[src/rtl/mcsr_pkg.sv]
// package: offsets, reset values and field positions of the core special registers
package mcsr_pkg;
	localparam logic [7:0] MCSR_OFF_STACK = 8'h81;
	localparam logic [7:0] MCSR_OFF_P0_LOW = 8'h82;
	localparam logic [7:0] MCSR_OFF_P0_HIGH = 8'h83;
	localparam logic [7:0] MCSR_OFF_P1_LOW = 8'h84;
	localparam logic [7:0] MCSR_OFF_P1_HIGH = 8'h85;
	localparam logic [7:0] MCSR_OFF_PSEL = 8'h92;
	localparam logic [7:0] MCSR_OFF_STATUS = 8'hD0;
	localparam logic [7:0] MCSR_OFF_ACC = 8'hE0;
	localparam logic [7:0] MCSR_OFF_AUX = 8'hF0;
	localparam logic [7:0] MCSR_RST_STACK = 8'h07;
	localparam logic [7:0] MCSR_RST_ZERO = 8'h00;
	localparam int MCSR_BIT_CARRY = 7;
	localparam int MCSR_BIT_HALF = 6;
	localparam int MCSR_BIT_UFA = 5;
	localparam int MCSR_BIT_BANK_HI = 4;
	localparam int MCSR_BIT_BANK_LO = 3;
	localparam int MCSR_BIT_OVF = 2;
	localparam int MCSR_BIT_UFB = 1;
	localparam int MCSR_BIT_PARITY = 0;
	localparam int MCSR_BIT_PSEL = 0;
endpackage

[src/rtl/mcsr_core_regs.sv]
// core special registers: accumulator, aux, status word, stack pointer, data pointers
//
// Behaviour
// - 8-bit accumulator at 0xE0, reset 0x00, operand source and result
// - 8-bit aux register at 0xF0, reset 0x00, multiply/divide and scratch
// - status bit 7 is carry and Boolean accumulator
// - status bit 6 set on carry from accumulator bit 3 into 4
// - status bits 4-3 choose one of four register banks
// - status bit 2 set on signed overflow
// - status bit 0 always shows odd parity of accumulator
// - software writes to the status word never change the parity bit
// - status bits 5 and 1 are free user flags; status at 0xD0 resets 0x00
// - stack pointer at 0x81, reset 0x07, incremented before push or call
// - stack pointer decremented after pop or return
// - data pointers readable as 16 bits or two bytes; first at 0x82/0x83
// - high byte gives address bits 15:8, low byte bits 7:0
// - second data pointer at 0x84/0x85
// - select register 0x92 bit 0 picks the active pointer; bits 7:1 unused
// - indirect 16-bit address comes from the selected pointer
//
// Added by the designer: strobed register access.
`timescale 1ns/1ps
module mcsr_core_regs
	import mcsr_pkg::*;
(
	// clock and reset
	input wire logic core_clk,
	input wire logic reset_n,
	// software register port
	input wire logic [7:0] reg_addr,
	input wire logic [7:0] reg_wdata,
	input wire logic reg_wr,
	input wire logic reg_rd,
	output logic [7:0] reg_rdata,
	// datapath results
	input wire logic acc_load,
	input wire logic [7:0] acc_value,
	// aux register load
	input wire logic aux_load,
	input wire logic [7:0] aux_value,
	// flag updates
	input wire logic carry_load,
	input wire logic carry_value,
	input wire logic half_carry_load,
	input wire logic half_carry_value,
	input wire logic overflow_load,
	input wire logic overflow_value,
	// stack moves
	input wire logic stack_push,
	input wire logic stack_pop,
	// active data pointer load and step
	input wire logic dptr_load,
	input wire logic [15:0] dptr_value,
	input wire logic dptr_inc,
	// values seen by the datapath
	output logic [7:0] accumulator,
	output logic [7:0] aux_operand,
	// status word with live parity
	output logic [7:0] status_word,
	// stack addresses and register bank base
	output logic [7:0] stack_top_pointer,
	output logic [7:0] stack_write_addr,
	output logic [4:0] bank_base,
	// indirect address source
	output logic [15:0] dptr_active,
	output logic pointer_select
);
	import mcsr_pkg::*;

	logic [7:0] acc_r;
	logic [7:0] aux_r;
	logic carry_r;
	logic half_r;
	logic ufa_r;
	logic [1:0] bank_r;
	logic ovf_r;
	logic ufb_r;
	logic [7:0] sp_r;
	logic [7:0] sp_nxt;
	logic [15:0] dp_r [2];
	logic psel_r;
	logic parity_nxt;
	logic [7:0] acc_nxt;
	logic [7:0] status_nxt;
	logic [7:0] rdata_nxt;

	// next values of the stored status fields
	logic carry_nxt;
	logic half_nxt;
	logic ufa_nxt;
	logic [1:0] bank_nxt;
	logic ovf_nxt;
	logic ufb_nxt;

	// software write decode, one strobe per register except the data pointer bytes
	logic wr_acc;
	logic wr_aux;
	logic wr_status;
	logic wr_stack;
	logic wr_psel;

	// decode shared by every process that takes a software write, except the data pointers, which decode their own
	assign wr_acc = reg_wr && (reg_addr == MCSR_OFF_ACC);
	assign wr_aux = reg_wr && (reg_addr == MCSR_OFF_AUX);
	assign wr_status = reg_wr && (reg_addr == MCSR_OFF_STATUS);
	assign wr_stack = reg_wr && (reg_addr == MCSR_OFF_STACK);
	assign wr_psel = reg_wr && (reg_addr == MCSR_OFF_PSEL);

	// datapath wins over a software write in the same cycle; core owns the order
	always_comb begin
		acc_nxt = acc_r;
		if (wr_acc) begin
			acc_nxt = reg_wdata;
		end
		if (acc_load) begin
			acc_nxt = acc_value;
		end
	end

	// parity follows the next accumulator so the flag output is never a cycle stale
	assign parity_nxt = ^acc_nxt;

	// accumulator
	always_ff @(posedge core_clk) begin
		if (!reset_n) begin
			acc_r <= MCSR_RST_ZERO;
		end else begin
			acc_r <= acc_nxt;
		end
	end

	// aux operand register
	always_ff @(posedge core_clk) begin
		if (!reset_n) begin
			aux_r <= MCSR_RST_ZERO;
		end else if (aux_load) begin
			aux_r <= aux_value;
		end else if (wr_aux) begin
			aux_r <= reg_wdata;
		end
	end

	// next status fields; parity is not stored, software bit 0 is dropped
	// a hardware update beats a software write so no instruction result is lost
	always_comb begin
		carry_nxt = carry_r;
		half_nxt = half_r;
		ufa_nxt = ufa_r;
		bank_nxt = bank_r;
		ovf_nxt = ovf_r;
		ufb_nxt = ufb_r;
		if (wr_status) begin
			carry_nxt = reg_wdata[MCSR_BIT_CARRY];
			half_nxt = reg_wdata[MCSR_BIT_HALF];
			ufa_nxt = reg_wdata[MCSR_BIT_UFA];
			bank_nxt = reg_wdata[MCSR_BIT_BANK_HI:MCSR_BIT_BANK_LO];
			ovf_nxt = reg_wdata[MCSR_BIT_OVF];
			ufb_nxt = reg_wdata[MCSR_BIT_UFB];
		end
		if (carry_load) begin
			carry_nxt = carry_value;
		end
		if (half_carry_load) begin
			half_nxt = half_carry_value;
		end
		if (overflow_load) begin
			ovf_nxt = overflow_value;
		end
	end

	// carry flag
	always_ff @(posedge core_clk) begin
		if (!reset_n) begin
			carry_r <= 1'b0;
		end else begin
			carry_r <= carry_nxt;
		end
	end

	// half carry flag
	always_ff @(posedge core_clk) begin
		if (!reset_n) begin
			half_r <= 1'b0;
		end else begin
			half_r <= half_nxt;
		end
	end

	// first user flag
	always_ff @(posedge core_clk) begin
		if (!reset_n) begin
			ufa_r <= 1'b0;
		end else begin
			ufa_r <= ufa_nxt;
		end
	end

	// register bank select
	always_ff @(posedge core_clk) begin
		if (!reset_n) begin
			bank_r <= 2'h0;
		end else begin
			bank_r <= bank_nxt;
		end
	end

	// overflow flag
	always_ff @(posedge core_clk) begin
		if (!reset_n) begin
			ovf_r <= 1'b0;
		end else begin
			ovf_r <= ovf_nxt;
		end
	end

	// second user flag
	always_ff @(posedge core_clk) begin
		if (!reset_n) begin
			ufb_r <= 1'b0;
		end else begin
			ufb_r <= ufb_nxt;
		end
	end

	// push pre-increments, pop post-decrements; both at once cancel
	always_comb begin
		sp_nxt = sp_r;
		if (wr_stack) begin
			sp_nxt = reg_wdata;
		end
		if (stack_push && !stack_pop) begin
			sp_nxt = sp_r + 8'h01;
		end else if (stack_pop && !stack_push) begin
			sp_nxt = sp_r - 8'h01;
		end
	end

	// stack pointer
	always_ff @(posedge core_clk) begin
		if (!reset_n) begin
			sp_r <= MCSR_RST_STACK;
		end else begin
			sp_r <= sp_nxt;
		end
	end

	// two data pointers, byte-writable by software, word-loadable by the core
	generate
		for (genvar i = 0; i < 2; i++) begin : g_dp
			localparam logic [7:0] OFF_LO = (i == 0) ? MCSR_OFF_P0_LOW : MCSR_OFF_P1_LOW;
			localparam logic [7:0] OFF_HI = (i == 0) ? MCSR_OFF_P0_HIGH : MCSR_OFF_P1_HIGH;
			always_ff @(posedge core_clk) begin
				if (!reset_n) begin
					dp_r[i] <= {MCSR_RST_ZERO, MCSR_RST_ZERO};
				end else if (dptr_load && psel_r == i[0]) begin
					dp_r[i] <= dptr_value;
				end else if (dptr_inc && psel_r == i[0]) begin
					dp_r[i] <= dp_r[i] + 16'h0001;
				end else if (reg_wr && reg_addr == OFF_LO) begin
					dp_r[i][7:0] <= reg_wdata;
				end else if (reg_wr && reg_addr == OFF_HI) begin
					dp_r[i][15:8] <= reg_wdata;
				end
			end
		end
	endgenerate

	// pointer select; upper bits are not stored
	always_ff @(posedge core_clk) begin
		if (!reset_n) begin
			psel_r <= 1'b0;
		end else if (wr_psel) begin
			psel_r <= reg_wdata[MCSR_BIT_PSEL];
		end
	end

	assign status_nxt = {carry_r, half_r, ufa_r, bank_r, ovf_r, ufb_r, 1'b0};

	// read multiplexer; parity is taken from the live accumulator, not stored
	always_comb begin
		rdata_nxt = MCSR_RST_ZERO;
		unique case (reg_addr)
			MCSR_OFF_ACC: rdata_nxt = acc_r;
			MCSR_OFF_AUX: rdata_nxt = aux_r;
			MCSR_OFF_STATUS: rdata_nxt = {status_nxt[7:1], ^acc_r};
			MCSR_OFF_STACK: rdata_nxt = sp_r;
			MCSR_OFF_P0_LOW: rdata_nxt = dp_r[0][7:0];
			MCSR_OFF_P0_HIGH: rdata_nxt = dp_r[0][15:8];
			MCSR_OFF_P1_LOW: rdata_nxt = dp_r[1][7:0];
			MCSR_OFF_P1_HIGH: rdata_nxt = dp_r[1][15:8];
			MCSR_OFF_PSEL: rdata_nxt = {7'h00, psel_r};
			default: rdata_nxt = MCSR_RST_ZERO;
		endcase
	end

	// read data, one cycle after the strobe; unmapped reads return zero
	// zero between reads keeps a stale byte from passing for a fresh answer
	always_ff @(posedge core_clk) begin
		if (!reset_n) begin
			reg_rdata <= MCSR_RST_ZERO;
		end else if (reg_rd) begin
			reg_rdata <= rdata_nxt;
		end else begin
			reg_rdata <= MCSR_RST_ZERO;
		end
	end

	// copies toward the core, except the active pointer and pointer select, are built from next values so they match the state
	// accumulator copy
	always_ff @(posedge core_clk) begin
		if (!reset_n) begin
			accumulator <= MCSR_RST_ZERO;
		end else begin
			accumulator <= acc_nxt;
		end
	end

	// aux copy; same priority as the aux register itself
	always_ff @(posedge core_clk) begin
		if (!reset_n) begin
			aux_operand <= MCSR_RST_ZERO;
		end else begin
			aux_operand <= aux_load ? aux_value : (wr_aux ? reg_wdata : aux_r);
		end
	end

	// stack top and the slot that the next push will fill
	always_ff @(posedge core_clk) begin
		if (!reset_n) begin
			stack_top_pointer <= MCSR_RST_STACK;
			stack_write_addr <= MCSR_RST_STACK + 8'h01;
		end else begin
			stack_top_pointer <= sp_nxt;
			stack_write_addr <= sp_nxt + 8'h01;
		end
	end

	// status copy; parity comes from the next accumulator, never from a status write
	always_ff @(posedge core_clk) begin
		if (!reset_n) begin
			status_word <= MCSR_RST_ZERO;
		end else begin
			status_word <= {carry_nxt, half_nxt, ufa_nxt, bank_nxt, ovf_nxt, ufb_nxt, parity_nxt};
		end
	end

	// register bank base: bank number times eight
	always_ff @(posedge core_clk) begin
		if (!reset_n) begin
			bank_base <= 5'h00;
		end else begin
			bank_base <= {bank_nxt, 3'h0};
		end
	end

	// active pointer; registered, so it trails a select change by one cycle
	always_ff @(posedge core_clk) begin
		if (!reset_n) begin
			dptr_active <= 16'h0000;
			pointer_select <= 1'b0;
		end else begin
			dptr_active <= psel_r ? dp_r[1] : dp_r[0];
			pointer_select <= psel_r;
		end
	end
endmodule

[config.mk]
export PLATFORM = sky130hd
export DESIGN_NAME = mcsr_core_regs
export DESIGN_NICKNAME = d
export VERILOG_FILES = /design/src/rtl/mcsr_pkg.sv /design/src/rtl/mcsr_core_regs.sv
export SDC_FILE = /design/constraint.sdc
export NUM_CORES = 1
export LEC_CHECK = 0
export BUFFER_PORTS_ARGS = -buffer_cell sky130_fd_sc_hd__buf_2
export CORE_AREA = 2 2 115 117
export DETAILED_ROUTE_END_ITERATION = 10
export DIE_AREA = 0 0 117 119
export GPL_ROUTABILITY_DRIVEN = 0
export PLACE_DENSITY = 0.71
export SLEW_MARGIN = 20
export SYNTH_ARGS = -nofsm -noshare
export SYNTH_HDL_FRONTEND = slang
export SYNTH_SLANG_ARGS = --single-unit
[constraint.sdc]
create_clock -name core_clk -period 8.57 [get_ports core_clk]
set_input_delay 1.714 -clock core_clk [delete_from_list [all_inputs] [get_ports core_clk]]
set_output_delay 1.714 -clock core_clk [all_outputs]
set_load 0.005 [all_outputs]
Word level (Yosys, flattened, before mapping)

Memories as Yosys holds them, arrays and structs flattened.
Index checks and enable logic that the tools add are counted.

Reduce and logical (&&, ||, !) cells: 21
Muxes and demuxes: 63
Add/subtract/negate cells: 5
Eq/ne operators: 9
Bitwise operators: 9

Operators with widths:

| kind                  | number |
|---|---|
| $mux 8                | 11 |
| $mux 16               | 5 |
| $eq 8x8->1 const B    | 9 |
| $pmux 8 s9            | 1 |
| $mux 1                | 45 |
| $add 16x1->16 const B | 2 |
| $add 8x1->8 const B   | 2 |
| $reduce_xor 8->1      | 2 |
| $logic_and 1x1->1     | 15 |
| $or 1x1->1            | 8 |
| $sub 8x1->8 const B   | 1 |
| $logic_not 1->1       | 2 |
| $mux 2                | 1 |
| $reduce_and 2->1      | 1 |
| $reduce_bool 2->1     | 1 |
| $not 1->1             | 1 |

Word-level logic and storage cells: 124
Memories kept: 1
Input port bits: 64
Register bits: 76
Memory bits (writable): 32

Memory list:

| name | words | bits a word | read ports | clocked after Yosys merged registers in | write ports | RTL line             | text |
|---|---|---|---|---|---|---|---|
| dp_r | 2     | 16          | 2          | 0                                       | 2           | mcsr_core_regs.sv:80 | `logic [15:0] dp_r [2];` |

Longest topological paths before layout

Word-level depth: 9
Mapped depth: 11
Gate-level depth less buffers: 11

Worst setup path after synthesis

OpenSTA, ideal clock, no wires.

Kind: input -> register
From: input reg_addr[5]
To: memory dp_r[1][0] (enable)
Required time: 8232 ps
Cell stages on the path: 6
Setup slack: 4423 ps
Data arrival time: 3809 ps
Path through: buf_6 > nor4b_2 > clkbuf_1 > nand3b_1 > nor4_1 > nand3b_1

RTL lines:

| what            | RTL line             | text |
|---|---|---|
| start, declared | mcsr_core_regs.sv:30 | `input wire logic [7:0] reg_addr,` |
| end, declared   | mcsr_core_regs.sv:80 |  |

Worst setup path in the final report

From: input reg_addr[4]
To: register stack_write_addr[7]

Word-level cells in the longest chain between the ends: 6

RTL lines:

| what                 | RTL line              | text |
|---|---|---|
| $eq 8x8->1           | mcsr_core_regs.sv:106 | `assign wr_stack = reg_wr && (reg_addr == MCSR_OFF_STACK);` |
| $logic_and 1x1->1    | mcsr_core_regs.sv:106 |  |
| $mux 8               | mcsr_core_regs.sv:228 | `if (wr_stack) begin` |
| $mux 8               | mcsr_core_regs.sv:233 | `end else if (stack_pop && !stack_push) begin` |
| $mux 8               | mcsr_core_regs.sv:231 | `if (stack_push && !stack_pop) begin` |
| $add 8x1->8          | mcsr_core_regs.sv:334 | `stack_write_addr <= sp_nxt + 8'h01;` |
| end signal, assigned | mcsr_core_regs.sv:331 | `stack_write_addr <= MCSR_RST_STACK + 8'h01;` |
| end signal, assigned | mcsr_core_regs.sv:334 |  |
| end, declared        | mcsr_core_regs.sv:62  | `output logic [7:0] stack_write_addr,` |

No other way between the ends.
A chain may end at the register's enable or synchronous reset.

==> key figures <==
Outcome
  – Status: finished clean

Routing
  – Vias per inst: 6.024
  – Detailed Routing Iterations Pass 1: 6
  – Routed length per instance: 19.99 microns
  – Via count: 5819
  – Antenna viol nets, final: 0
  – Final wirelength: 19.31 mm
  – # DRC: 0
  – 1st-iter DRT viols: 689

Run
  – Max-Cap Viols: 0

Synthesis
  – Sequential element share of the synthesized area: 36.98%
  – Post-synth EDFFs: 32
  – Mapped cell area: 6172 sq um
  – Synth Register Bits: 98
  – Library cells used by synthesis: 72
  – Post-synth top flop: dfxtp_1
  – Synthesis Warnings: 0
  – Post-synthesis async set-or-reset flop share: 0%
  – Mapped Cells: 698
  – Synth Area per Inst: 8.843 sq um

Floorplan
  – I/O pin cnt: 134
  – Total core area: 12870 sq um
  – Starting Density: 47.94%
  – Row count: 42
  – Chip width: 117 microns
  – Die height: 119 microns
  – Die ar.: 13920 sq um

Setup path
  – Critical path class: in -> reg
  – Crit. End Element: flip-flop
  – Req. time, crit path: 8.81 ns
  – CP Max Fanout: 12
  – Startpoint types: input port
  – Arr. time, crit path: 4.29 ns

Layout
  – Fillers: 1194
  – NumNets Final: 853
  – Area grow syn2layout: 14.25%
  – Fraction of layout cells with a size suffix above 1: 21.80%
  – Most common cell after layout, fill and taps aside: buf_2
  – Highest-count cells in the layout ignoring fill and taps: buf_2, dfxtp_1, nand2_1, o21ai_0, mux2i_1

GRT
  – Largest net degree at the start of global routing: 66
  – Global-route wire length before repair: 29.95 mm
  – Vias in the first global route: 5626
  – Total track usage: 28.18%
  – Initial antenna violation count: 2
  – Global route overflow: 0

STA
  – Final setup skew: 0.008135 ns
  – Setup TNS: 0 ns
  – RSZ-0062 raised after global routing: false
  – Max transition margin: 36.12%
  – Slew @ Worst Pin: 0.9582 ns
  – Period minus WS final: 4.045 ns
  – Tcrit/Tclk final: 47.20%
  – Final Hold Viols: 0
  – Fmax: 0.2472 GHz
  – Final setup fails: 0
  – Max Slew Vio Count: 0

Clock network
  – Post-CTS sizing: 0
  – Clock Sinks: 98
  – Clock transition at the registers of the reported paths: 0.06 ns
  – CTS root buffer: clkbuf_16
  – Clock latency on the worst-skew pair: 0.35 ns
  – Hold_buf cts: 0
  – CTS tree: done
  – CTS max path bufs: 2
  – H-tree lvl count: 3
  – Num CTS Buffers: 9
  – Setup bufs post-CTS: 0

Min path
  – Worst min path class: reg -> reg

Power and ir drop
  – Pwr Total: 0.001126 W
  – VDD IR max: 0.00009610 V
  – Leakage: 2.813 nW
  – Pwr/cell area: 159.6 nW/um^2

Placement
  – IO Port Bufs: 130
  – Detailed Place HPWL: 14.13 mm
-- worst max-delay path: stages --
cell and delay, ns:
buf_2 0.16, or4b_1 0.76, nor3_4 0.36, mux2i_1 0.16, a211oi_2 0.34, nand2_2 0.11, nor4b_2 0.33, mux2_1 0.34
-- area by class of cell --
cell class | instances | area, sq um | area share, %
Antenna cell | 1 | 2.502 | 0.03549
Clock buffer | 10 | 229.0 | 3.247
Clock inverter | 6 | 57.56 | 0.8162
Inverter | 14 | 52.55 | 0.7452
Multi-Input combinational cell | 526 | 3520 | 49.91
Sequential cell | 98 | 2282 | 32.36
Tap cell | 176 | 220.2 | 3.123
Timing Repair Buffer | 135 | 688.2 | 9.759
-- kinds of logic (layout without fill, tap and decap cells) --
family	count (synthesis)	count (layout)	share of synthesized area, %
simple gates	248	248	21.69
compound gates	169	169	18.51
flops	98	98	36.98
buf+inv	76	165	6.122
xor+xnor	51	51	7.460
mux	50	50	8.169
fa+ha+maj	5	5	1.014
other cells	1	4	0.06076
-- registers in the layout, indices dropped and copies added, names as in the netlist, 7 cells and up --
signal             count
accumulator            8
aux_operand            8
dp_r                  32
dptr_active           16
reg_rdata              8
stack_top_pointer      8
stack_write_addr       8
status_word            7
-- layer usage --
layer / track usage [%] / up-vias / wire [microns]
li1: - / 2686 / -
met1: 37.97 / 2710 / 7631
met2: 42.38 / 363 / 8797
met3: 7.125 / 60 / 2129
met4: 12.65 / 0 / 752
met5: 0 / - / 0
-- Yosys cell counts, drive strengths merged, types with 6 or more instances --
cell type	instances	area (sq um)
dfxtp	66	1321
nand2	65	246.5
o21ai	55	275.3
mux2i	47	470.5
clkbuf	45	200.2
nor2	42	157.7
nor2b	35	219.0
edfxtp	32	960.9
a21oi	27	135.1
xor2	27	236.5
and2	25	158.9
xnor2	23	201.4
nand3	22	110.1
a22oi	19	142.6
buf	17	125.1
a221oi	14	122.6
inv	14	52.55
and3	10	63.81
nand4	10	68.81
nor3	10	61.31
a222oi	7	70.07
a22o	7	61.31
a311oi	6	52.55
-- stage by stage --
| stage | instances | utilization, % | setup WS (ns) | area (sq um) | hold slack, ns |
|---|---|---|---|---|---|
| 6_report | 966 | 54.77 | 4.525 | 7052 | 0.5279 |
| 5_1_grt | 966 | 54.77 | 4.328 | 7052 | 0.5468 |
| 4_1_cts | 965 | 54.75 | 4.533 | 7049 | 0.5291 |
| 3_5_place_dp | 949 | 52.53 | 4.177 | 6763 | 0.5197 |
| 3_3_place_gp | 949 | 52.53 | 4.302 | 6763 | 0.5097 |
| 2_1_floorplan | 700 | - | 4.423 | 6180 | 0.5071 |
-- path summary, 6_finish.rpt --
check,startpoint,to,slack [ns],depth (start not counted)
max,reg_addr[4],stack_write_addr[7],4.53,8
min,psel_r,pointer_select,0.53,1
max reg2reg,stack_top_pointer[0],stack_write_addr[7],5.72,9
min reg2reg,psel_r,pointer_select,0.53,1
-- where the power goes --
group          internal [W]  switching [W]
sequential         0.000508      0.0000370
clock              0.000224       0.000178
combinational     0.0000803      0.0000987
total              0.000812       0.000314
No activity file was read; power rests on OpenSTA's default activity.
